==> src/hdl/eeprom_loader_pkg.sv <==
package eeprom_loader_pkg;

  // ****************************************
  // signature and load addresses
  // ****************************************
  localparam logic [7:0] SIG_ADDR        = 8'h00;
  localparam logic [7:0] SIG_VALUE       = 8'hAA;
  localparam logic [7:0] LOAD_FIRST_ADDR = 8'h01;
  localparam logic [7:0] CFG_FIRST_ADDR  = 8'h00;
  localparam logic [7:0] CFG_DWORD_STEP  = 8'h04;
  localparam logic [7:0] BYTE_STEP       = 8'h01;
  localparam logic [1:0] LAST_LANE       = 2'h3;

  // ****************************************
  // serial eeprom instructions
  // ****************************************
  localparam logic [7:0] OP_WRITE_STATUS = 8'h01;
  localparam logic [7:0] OP_WRITE_MEM    = 8'h02;
  localparam logic [7:0] OP_READ_MEM     = 8'h03;
  localparam logic [7:0] OP_WRITE_DIS    = 8'h04;
  localparam logic [7:0] OP_READ_STATUS  = 8'h05;
  localparam logic [7:0] OP_WRITE_EN     = 8'h06;
  localparam int         BUSY_BIT        = 0;

  // ****************************************
  // software command field codes
  // ****************************************
  localparam logic [2:0] CMD_WRITE_STATUS = 3'h0;
  localparam logic [2:0] CMD_WRITE_MEM    = 3'h1;
  localparam logic [2:0] CMD_READ_MEM     = 3'h2;
  localparam logic [2:0] CMD_READ_STATUS  = 3'h3;
  localparam logic [2:0] CMD_WRITE_EN     = 3'h4;
  localparam logic [2:0] CMD_WRITE_DIS    = 3'h5;

  // ****************************************
  // timing
  // ****************************************
  localparam int CLK_PERIOD_NS  = 100;
  localparam int LINK_PERIOD_NS = 800;
  // half serial period, least time, rounded up
  localparam int HALF_DIV_CYC   =
    (LINK_PERIOD_NS + 2 * CLK_PERIOD_NS - 1) / (2 * CLK_PERIOD_NS);
  localparam int SYNC_STAGES    = 2;
  localparam int BYTE_BITS      = 8;

endpackage

==> src/hdl/shift_if.sv <==
`timescale 1ns/1ps
`default_nettype none
// one serial transaction request from the controller to the shift engine
interface shift_if;
  logic        start;
  logic [23:0] tx_word;
  logic [1:0]  n_out;
  logic        rd;
  logic        busy;
  logic        done;
  logic [7:0]  rx_byte;

  modport ctrl (output start, output tx_word, output n_out, output rd,
                input busy, input done, input rx_byte);
  modport eng  (input start, input tx_word, input n_out, input rd,
                output busy, output done, output rx_byte);
endinterface
`default_nettype wire

==> src/hdl/eeprom_config_loader.sv <==
`timescale 1ns/1ps
`default_nettype none
//
// Contract
// [RULE1] only eight-bit addressed eeproms; one address byte per access
// [RULE2] after reset with autoload on, read byte 00h and compare with AAh
// [RULE3] on match read from byte 01h, four bytes per config dword upward
// [RULE4] target answers retry while loading runs
// [RULE5] signature mismatch stops loading; defaults kept, no retry
// [RULE6] autoload pin low skips loading; accesses accepted after reset
// [RULE7] software sets byte address before read or write
// [RULE8] software sets data byte before write status or write memory
// [RULE9] go bit written to one starts the decoded command
// [RULE10] controller clears go when done; software polls it
// [RULE11] read result stays in data field once go clears
// [RULE12] no presence check for software transactions
// [RULE13] read: select low, instruction, address, data in, select high
// [RULE14] write enable instruction issued alone before any write
// [RULE15] write: instruction, address, data; deselect right after D0
// [RULE16] go stays set during the write cycle, cleared at its end
// [RULE17] serial clock generated here, msb first, opposite-edge sampling
//
module eeprom_config_loader
  import eeprom_loader_pkg::*;
#(
  parameter int LOAD_DWORDS = 16,
  parameter int HALF_DIV    = HALF_DIV_CYC
)(
  // clock and reset
  input  wire logic        clk_i,
  input  wire logic        reset_i,
  // straps
  input  wire logic        autoload_enable_pin_i,
  // serial eeprom
  output logic             eeprom_select_n_o,
  output logic             eeprom_sck_o,
  output logic             eeprom_serial_out_o,
  input  wire logic        eeprom_serial_in_i,
  // configuration space load port
  output logic             cfg_wr_o,
  output logic [7:0]       cfg_addr_o,
  output logic [31:0]      cfg_data_o,
  output logic             cfg_retry_o,
  // eeprom control register fields
  input  wire logic        ctrl_wr_i,
  input  wire logic        ctrl_go_i,
  input  wire logic [2:0]  ctrl_cmd_i,
  input  wire logic [7:0]  ctrl_addr_i,
  input  wire logic [7:0]  ctrl_data_i,
  output logic             ctrl_go_o,
  output logic [7:0]       ctrl_data_o
);

  // the whole load must fit in the eight-bit eeprom space after the signature
  if (LOAD_DWORDS < 1 || LOAD_DWORDS * 4 > 255)
  begin : g_load_check
    $error("LOAD_DWORDS out of range");
  end

  typedef enum logic [2:0] {
    M_BOOT, M_SIG, M_LOAD, M_IDLE, M_WRITE_LATCH_ENABLE_INSTR, M_CMD, M_POLL
  } main_state_t;

  shift_if sh ();

  main_state_t st_q, st_d;
  logic        issued_q, issued_d;
  logic [7:0]  eaddr_q, eaddr_d;
  logic [1:0]  lane_q, lane_d;
  logic [7:0]  caddr_q, caddr_d;
  logic [31:0] dword_q, dword_d;
  logic [31:0] cfg_data_q, cfg_data_d;
  logic [7:0]  cfg_addr_q, cfg_addr_d;
  logic        cfg_wr_q, cfg_wr_d;
  logic        go_q, go_d;
  logic [2:0]  cmd_q, cmd_d;
  logic [7:0]  addr_q, addr_d;
  logic [7:0]  data_q, data_d;
  logic [1:0]  boot_q, boot_d;
  logic [SYNC_STAGES-1:0] load_sync_q;
  logic        load_en;

  // true for commands that store into the eeprom
  function automatic logic is_write(input logic [2:0] c);
    return (c == CMD_WRITE_STATUS) || (c == CMD_WRITE_MEM);
  endfunction

  // ****************************************
  // strap synchroniser
  // ****************************************
  always_ff @(posedge clk_i or posedge reset_i)
    if (reset_i)
      load_sync_q <= '0;
    else
      load_sync_q <= {load_sync_q[SYNC_STAGES-2:0], autoload_enable_pin_i};

  assign load_en = load_sync_q[SYNC_STAGES-1];

  // ****************************************
  // request to the shift engine
  // ****************************************
  always_comb
  begin
    sh.start   = 1'b0;
    sh.tx_word = 24'h000000;
    sh.n_out   = 2'h1;
    sh.rd      = 1'b0;
    if (!issued_q)
    begin
      case (st_q)
        M_SIG, M_LOAD:
        begin
          sh.start   = 1'b1;
          sh.tx_word = {OP_READ_MEM, eaddr_q, 8'h00};
          sh.n_out   = 2'h2;
          sh.rd      = 1'b1;
        end
        // [RULE14] write enable sent on its own
        M_WRITE_LATCH_ENABLE_INSTR:
        begin
          sh.start   = 1'b1;
          sh.tx_word = {OP_WRITE_EN, 16'h0000};
        end
        M_POLL:
        begin
          sh.start   = 1'b1;
          sh.tx_word = {OP_READ_STATUS, 16'h0000};
          sh.rd      = 1'b1;
        end
        // [RULE9] decode the command field
        M_CMD:
        begin
          sh.start = 1'b1;
          case (cmd_q)
            CMD_WRITE_STATUS:
            begin
              sh.tx_word = {OP_WRITE_STATUS, data_q, 8'h00};
              sh.n_out   = 2'h2;
            end
            CMD_WRITE_MEM:
            begin
              sh.tx_word = {OP_WRITE_MEM, addr_q, data_q};
              sh.n_out   = 2'h3;
            end
            CMD_READ_MEM:
            begin
              sh.tx_word = {OP_READ_MEM, addr_q, 8'h00};
              sh.n_out   = 2'h2;
              sh.rd      = 1'b1;
            end
            CMD_READ_STATUS:
            begin
              sh.tx_word = {OP_READ_STATUS, 16'h0000};
              sh.rd      = 1'b1;
            end
            CMD_WRITE_EN:
              sh.tx_word = {OP_WRITE_EN, 16'h0000};
            default:
              sh.tx_word = {OP_WRITE_DIS, 16'h0000};
          endcase
        end
        default:
          sh.start = 1'b0;
      endcase
    end
  end

  // ****************************************
  // main sequencer
  // ****************************************
  always_comb
  begin
    st_d       = st_q;
    issued_d   = issued_q;
    eaddr_d    = eaddr_q;
    lane_d     = lane_q;
    caddr_d    = caddr_q;
    dword_d    = dword_q;
    cfg_data_d = cfg_data_q;
    cfg_addr_d = cfg_addr_q;
    cfg_wr_d   = 1'b0;
    go_d       = go_q;
    cmd_d      = cmd_q;
    addr_d     = addr_q;
    data_d     = data_q;
    boot_d     = boot_q;
    if (sh.start)
      issued_d = 1'b1;
    if (sh.done)
      issued_d = 1'b0;
    // [RULE7] [RULE8] fields are taken with the go write
    if (ctrl_wr_i && !go_q)
    begin
      cmd_d  = ctrl_cmd_i;
      addr_d = ctrl_addr_i;
      data_d = ctrl_data_i;
      go_d   = ctrl_go_i;
    end
    case (st_q)
      M_BOOT:
      begin
        boot_d = boot_q + 2'h1;
        if (boot_q == 2'(SYNC_STAGES))
        begin
          // [RULE6] strap low skips loading
          // [RULE2] first read is the signature
          eaddr_d = SIG_ADDR;
          st_d    = load_en ? M_SIG : M_IDLE;
        end
      end
      M_SIG:
        if (sh.done)
        begin
          // [RULE5] mismatch ends loading at once
          eaddr_d = LOAD_FIRST_ADDR;
          lane_d  = 2'h0;
          caddr_d = CFG_FIRST_ADDR;
          st_d    = (sh.rx_byte == SIG_VALUE) ? M_LOAD : M_IDLE;
        end
      M_LOAD:
        if (sh.done)
        begin
          // [RULE3] first byte lands in the low lane
          dword_d = {sh.rx_byte, dword_q[31:8]};
          eaddr_d = eaddr_q + BYTE_STEP;
          lane_d  = lane_q + 2'h1;
          if (lane_q == LAST_LANE)
          begin
            cfg_wr_d   = 1'b1;
            cfg_data_d = {sh.rx_byte, dword_q[31:8]};
            cfg_addr_d = caddr_q;
            caddr_d    = caddr_q + CFG_DWORD_STEP;
            if (caddr_q == 8'((LOAD_DWORDS - 1) * 4))
              st_d = M_IDLE;
          end
        end
      M_IDLE:
        // [RULE12] no presence check, just run it
        if (go_q)
          st_d = is_write(cmd_q) ? M_WRITE_LATCH_ENABLE_INSTR : M_CMD;
      M_WRITE_LATCH_ENABLE_INSTR:
        if (sh.done)
          st_d = M_CMD;
      M_CMD:
        if (sh.done)
        begin
          // [RULE11] keep the received byte
          if (cmd_q == CMD_READ_MEM || cmd_q == CMD_READ_STATUS)
            data_d = sh.rx_byte;
          if (is_write(cmd_q))
            st_d = M_POLL;
          else
          begin
            // [RULE10] go cleared at completion
            go_d = 1'b0;
            st_d = M_IDLE;
          end
        end
      M_POLL:
        // [RULE16] go holds until the part reports the write cycle over
        if (sh.done && !sh.rx_byte[BUSY_BIT])
        begin
          go_d = 1'b0;
          st_d = M_IDLE;
        end
      default:
        st_d = M_IDLE;
    endcase
  end

  always_ff @(posedge clk_i or posedge reset_i)
    if (reset_i)
    begin
      st_q       <= M_BOOT;
      issued_q   <= 1'b0;
      eaddr_q    <= SIG_ADDR;
      lane_q     <= 2'h0;
      caddr_q    <= CFG_FIRST_ADDR;
      dword_q    <= 32'h0000_0000;
      cfg_data_q <= 32'h0000_0000;
      cfg_addr_q <= 8'h00;
      cfg_wr_q   <= 1'b0;
      go_q       <= 1'b0;
      cmd_q      <= 3'h0;
      addr_q     <= 8'h00;
      data_q     <= 8'h00;
      boot_q     <= 2'h0;
    end
    else
    begin
      st_q       <= st_d;
      issued_q   <= issued_d;
      eaddr_q    <= eaddr_d;
      lane_q     <= lane_d;
      caddr_q    <= caddr_d;
      dword_q    <= dword_d;
      cfg_data_q <= cfg_data_d;
      cfg_addr_q <= cfg_addr_d;
      cfg_wr_q   <= cfg_wr_d;
      go_q       <= go_d;
      cmd_q      <= cmd_d;
      addr_q     <= addr_d;
      data_q     <= data_d;
      boot_q     <= boot_d;
    end

  eeprom_shift_engine #(
    .HALF_DIV (HALF_DIV)
  ) u_engine (
    .clk_i               (clk_i),
    .reset_i             (reset_i),
    .req                 (sh.eng),
    .eeprom_select_n_o   (eeprom_select_n_o),
    .eeprom_sck_o        (eeprom_sck_o),
    .eeprom_serial_out_o (eeprom_serial_out_o),
    .eeprom_serial_in_i  (eeprom_serial_in_i)
  );

  // [RULE4] retry from reset until loading is over
  assign cfg_retry_o = (st_q == M_BOOT) || (st_q == M_SIG) || (st_q == M_LOAD);
  assign cfg_wr_o    = cfg_wr_q;
  assign cfg_addr_o  = cfg_addr_q;
  assign cfg_data_o  = cfg_data_q;
  assign ctrl_go_o   = go_q;
  assign ctrl_data_o = data_q;

endmodule // eeprom_config_loader
`default_nettype wire

==> src/hdl/eeprom_shift_engine.sv <==
`timescale 1ns/1ps
`default_nettype none
module eeprom_shift_engine
  import eeprom_loader_pkg::*;
#(
  parameter int HALF_DIV = HALF_DIV_CYC
)(
  // clock and reset
  input  wire logic clk_i,
  input  wire logic reset_i,
  // request side
  shift_if.eng      req,
  // serial eeprom pins
  output logic      eeprom_select_n_o,
  output logic      eeprom_sck_o,
  output logic      eeprom_serial_out_o,
  input  wire logic eeprom_serial_in_i
);

  // sampling uses the synchronised input, so it needs the sync delay
  if (HALF_DIV < SYNC_STAGES + 1 || HALF_DIV > 65536)
  begin : g_div_check
    $error("HALF_DIV out of range");
  end

  typedef enum logic [1:0] {E_IDLE, E_SEL, E_BITS, E_END} eng_state_t;

  eng_state_t  st_q, st_d;
  logic [31:0] tx_q, tx_d;
  logic [7:0]  rx_q, rx_d;
  logic [5:0]  cnt_q, cnt_d;
  logic [5:0]  total_q, total_d;
  logic        sck_q, sck_d;
  logic        done_q, done_d;
  logic [15:0] div_q, div_d;
  logic        tick;
  logic [SYNC_STAGES-1:0] sin_sync_q;

  // ****************************************
  // divider and input synchroniser
  // ****************************************
  assign tick  = (div_q == 16'(HALF_DIV - 1));
  assign div_d = tick ? 16'h0000 : div_q + 16'h0001;

  always_ff @(posedge clk_i or posedge reset_i)
    if (reset_i)
    begin
      div_q      <= 16'h0000;
      sin_sync_q <= '0;
    end
    else
    begin
      div_q      <= div_d;
      sin_sync_q <= {sin_sync_q[SYNC_STAGES-2:0], eeprom_serial_in_i};
    end

  // ****************************************
  // shift sequencer
  // ****************************************
  always_comb
  begin
    st_d    = st_q;
    tx_d    = tx_q;
    rx_d    = rx_q;
    cnt_d   = cnt_q;
    total_d = total_q;
    sck_d   = sck_q;
    done_d  = 1'b0;
    case (st_q)
      E_IDLE:
        if (req.start)
        begin
          tx_d    = {req.tx_word, 8'h00};
          // [RULE1] one address byte
          total_d = 6'(BYTE_BITS * (int'(req.n_out) + (req.rd ? 1 : 0)));
          cnt_d   = 6'h00;
          st_d    = E_SEL;
        end
      E_SEL:
        if (tick)
          st_d = E_BITS;
      E_BITS:
        if (tick)
        begin
          // [RULE17] msb first, sample on fall
          if (!sck_q)
            sck_d = 1'b1;
          else
          begin
            sck_d = 1'b0;
            rx_d  = {rx_q[6:0], sin_sync_q[SYNC_STAGES-1]};
            tx_d  = {tx_q[30:0], 1'b0};
            cnt_d = cnt_q + 6'h01;
            // [RULE15] deselect right after D0
            if (cnt_q == total_q - 6'h01)
              st_d = E_END;
          end
        end
      E_END:
        if (tick)
        begin
          done_d = 1'b1;
          st_d   = E_IDLE;
        end
      default:
        st_d = E_IDLE;
    endcase
  end

  always_ff @(posedge clk_i or posedge reset_i)
    if (reset_i)
    begin
      st_q    <= E_IDLE;
      tx_q    <= 32'h0000_0000;
      rx_q    <= 8'h00;
      cnt_q   <= 6'h00;
      total_q <= 6'h00;
      sck_q   <= 1'b0;
      done_q  <= 1'b0;
    end
    else
    begin
      st_q    <= st_d;
      tx_q    <= tx_d;
      rx_q    <= rx_d;
      cnt_q   <= cnt_d;
      total_q <= total_d;
      sck_q   <= sck_d;
      done_q  <= done_d;
    end

  // [RULE13] select low through the sequence
  assign eeprom_select_n_o   = !(st_q == E_SEL || st_q == E_BITS);
  assign eeprom_sck_o        = sck_q;
  assign eeprom_serial_out_o = tx_q[31];
  assign req.busy            = (st_q != E_IDLE) || done_q;
  assign req.done            = done_q;
  assign req.rx_byte         = rx_q;

endmodule // eeprom_shift_engine
`default_nettype wire

==> config.mk <==
export PLATFORM = sky130hd
export DESIGN_NAME = eeprom_config_loader
export DESIGN_NICKNAME = d
export VERILOG_FILES = /design/src/hdl/eeprom_loader_pkg.sv /design/src/hdl/shift_if.sv /design/src/hdl/eeprom_config_loader.sv /design/src/hdl/eeprom_shift_engine.sv
export SDC_FILE = /design/constraint.sdc
export NUM_CORES = 1
export LEC_CHECK = 0
export ABC_AREA = 0
export BUFFER_PORTS_ARGS = -buffer_cell sky130_fd_sc_hd__buf_2
export CAP_MARGIN = 20
export CELL_PAD_IN_SITES_DETAIL_PLACEMENT = 1
export CELL_PAD_IN_SITES_GLOBAL_PLACEMENT = 1
export CORE_MARGIN = 3
export CORE_UTILIZATION = 35
export CTS_CLUSTER_DIAMETER = 50
export CTS_CLUSTER_SIZE = 14
export DETAILED_ROUTE_END_ITERATION = 8
export GPL_TIMING_DRIVEN = 0
export PLACE_DENSITY = 0.67
export SLEW_MARGIN = 20
export SYNTH_ARGS = -nofsm -noshare
export SYNTH_HDL_FRONTEND = slang
export SYNTH_SLANG_ARGS = --single-unit
==> constraint.sdc <==
create_clock -name clk_i -period 7.2 [get_ports clk_i]
set_input_delay 1.44 -clock clk_i [delete_from_list [all_inputs] [get_ports clk_i]]
set_output_delay 1.44 -clock clk_i [all_outputs]
set_load 0.01 [all_outputs]
==> summary.txt <==
Floorplan
  • Die footprint: 24200 um^2
  • Initial core utilization: 0.358
  • Die Width: 156 um
  • Core area: 21900 um^2
  • I/O pin count: 79
  • Row count: 54
  • Die Ht: 156 um

Finish
  • Inserted Diodes: 0
  • Design area: 9230 um^2
  • Final nets: 780
  • Layout area overhead: 17.8%
  • Share of cells above drive strength 1: 0.274

Synthesis
  • Number of enable flip-flop cells after synthesis: 0
  • Gate Count Post-Synth: 643
  • Syn_area_per_cell: 12.2 um^2
  • Synth cell types: 68
  • Synthesis-stage register bit count: 170
  • Synthesized area: 7840 um^2
  • Dominant synthesized flop cell: dfrtp_1
  • Register area share after synthesis: 0.543
  • Ys async rst share: 1.00
  • Synth warn: 0

Setup path
  • Critical path type: register to primary output
  • Worst-path fanout max: 10
  • Critical Path AT: 2.16 ns
  • Worst Setup Start Kind: register
  • CP required: 5.76 ns
  • Crit path capture type: primary output

STA
  • Min Tclk post-route: 3.60 ns
  • Worst slew pin tran: 0.737 ns
  • Unrepaired setup endpoints after global routing: no
  • F_max: 0.278 GHz
  • Worst slew margin: 0.509
  • Slew Limit Fails: 0
  • Fin. Hold Viols: 0
  • Final Worst Setup Slack: 3.60 ns
  • Final Setup Violations: 0
  • Skew final: 0.0135 ns
  • Final period util: 0.500

Route
  • Via count: 5352
  • First-pass DRT Iterations: 4
  • Iteration-0 DRC Markers: 294
  • Post-Route WL: 19200 um
  • DRC Markers: 0
  • Wire per inst: 18.6 um
  • Antenna-violating nets left: 0
  • Via density: 5.18

Power
  • Pwr Total: 2.95 mW
  • PD cells: 320 nW/um^2
  • NetSw: 1.02 mW
  • Int Pwr: 1.93 mW
  • Combinational group share of total power: 0.269
  • Clock Power Share: 0.325
  • Register share of total power: 0.407
  • Max VDD drop: 159 uV
  • Leak: 4.49 nW
  • Sw frac: 0.347

Placed design
  • DP Area: 8610 um^2
  • Hpwl dp: 13900 um
  • Global placer's final weighted congestion: 0.799
  • Port Buffer Count: 76
  • Dpl ws: 4.10 ns

Global routing
  • First-pass GRT wire length: 31500 um
  • Initial antenna violation count: 0
  • Vias in the first global route: 5817
  • GRT overflow: 0
  • GRT Resource Usage Total: 0.165
  • Largest net degree at the start of global routing: 103

Clock tree
  • Hold-fix buffers, CTS: 0
  • Skew-Pair Late Insertion Delay: 0.44 ns
  • CTS H-Tree Depth: 4
  • PostCTS Resize Cnt: 0
  • Num CTS Buffers: 17
  • Clk slew on worst S/H paths: 0.07 ns
  • Post-CTS Setup Inserts: 0
  • Maximum clock path buffer count: 2
  • CTS Sinks: 170
  • CTS Root Cell: clkbuf_16
  • CTS tree: done

Flow run
  • Max-Cap Viols: 0

Hold path
  • Min-Delay Path Class: register to register

Run status
  • Status: finished clean
-- flip-flops by register name (all words and copies together) (netlist names), 3 cells and up --
name / count
ctrl_data_o: 8
cmd_q: 3
u_engine.total_q: 3
addr_q: 8
u_engine.req.rx_byte: 8
cfg_data_o: 32
dword_q: 24
u_engine.cnt_q: 6
caddr_q: 6
u_engine.div_q: 16
eaddr_q: 8
u_engine.tx_q: 24
cfg_addr_o: 6
st_q: 3
-- routing by layer --
layer | GRT usage | up-vias | wire length [um]
li1 | - | 2490 | -
met1 | 0.222 | 2763 | 8980
met2 | 0.269 | 85 | 9420
met3 | 0.0333 | 14 | 605
met4 | 0.0517 | 0 | 210
met5 | 0 | - | 0
-- area by class of cell --
class	instances	area, um^2
Buffer	34	174
Clock buffer	19	443
Clock inverter	13	179
Fill cell	2400	12700
Inverter	13	56.3
Multi-Input combinational cell	427	3360
Sequential cell	170	4250
Tap cell	280	350
Timing Repair Buffer	77	408
-- critical path, stage by stage (launching register included) --
cell,delay [ns]
dfrtp_1,0.51
clkbuf_1,0.45
buf_1,0.42
nor2_1,0.17
buf_2,0.18
-- kinds of logic (layout without fill, tap and decap cells) --
family,Yosys count,in the layout,synth area share
adder cells (fa/ha/maj),15,15,0.0239
buffers and inverters,47,156,0.0284
AND/OR/NAND/NOR,150,150,0.103
AO/OA/AOI/OAI,114,114,0.100
other,1,2,0.000478
flip-flops,170,170,0.543
multiplexers,119,119,0.171
XOR/XNOR,27,27,0.0302
-- worst paths after layout --
path / from / endpoint / slack [ns] / depth (start not counted)
worst max-delay path: st_q[2] / cfg_retry_o / 3.60 / 4
worst min-delay path: load_sync_q[0] / load_sync_q[1] / 0.35 / 0
worst max register to register: st_q[2] / u_engine.total_q[4] / 4.59 / 8
worst min register to register: load_sync_q[0] / load_sync_q[1] / 0.35 / 0
max in group asynchronous: reset_i / u_engine.tx_q[12] / 5.27 / 3
min in group asynchronous: reset_i / u_engine.sin_sync_q[0] / 1.05 / 2
-- synth_stat cells (all sizes together) (4+ instances only) --
cell,count,share of area
nand2b,4,0.0032
mux2,104,0.15
a22o,9,0.010
clkbuf,9,0.0043
a21oi,12,0.0077
dfrtp,170,0.54
buf,25,0.018
mux2i,15,0.019
inv,12,0.0057
nand3,11,0.0070
nand4,10,0.0088
nor2,34,0.017
nor3,10,0.0077
nor2b,4,0.0032
xor2,12,0.013
nand2,48,0.023
ha,15,0.024
a31oi,4,0.0032
and3,10,0.0080
o21ai,48,0.033
xnor2,15,0.017
a22oi,15,0.014
-- per-stage QoR --
step | TNS, ns | utilization | std cells | hold slack [ns]
final | 0 | 0.422 | 1033 | 0.353
after detailed placement | 0 | 0.393 | 1001 | 0.337
after floorplan | 0 | - | 644 | 0.331
after global placement | -106.60 | 0.392 | 1000 | 0.338
after CTS | 0 | 0.422 | 1033 | 0.357
after global routing | 0 | 0.422 | 1033 | 0.372
-- cells in the final DEF (no fill, tap or decap), types with 4 or more instances in the layout --
cell type  count
dfrtp_1      170
buf_2         92
mux2_2        56
nand2_1       48
mux2_1        42
o21ai_0       38
nor2_1        33
clkbuf_16     17
xnor2_1       15
mux2i_1       15
a22oi_1       15
ha_1          15
a21oi_1       12
xor2_1        12
nand3_1       11
clkbuf_1      10
inv_1         10
and3_1        10
nand4_1        9
a22o_1         9
nor3_1         8
o21ai_1        8
mux2_4         6
nor2b_1        4
buf_1          4
nand2b_1       4
a31oi_1        4
inv_8          4
-- power groups by stage --
| stage | logic, mW | registers (mW) | clock network (mW) |
|---|---|---|---|
| after detailed placement | 0.795 | 1.22 | 0 |
| after global routing | 0.881 | 1.21 | 1.03 |
| after global placement | 0.766 | 1.21 | 0 |
| final | 0.792 | 1.20 | 0.957 |
| after floorplan | 0.563 | 1.17 | 0 |
| after CTS | 0.802 | 1.20 | 0.988 |
No activity file was read; power rests on OpenSTA's default activity.
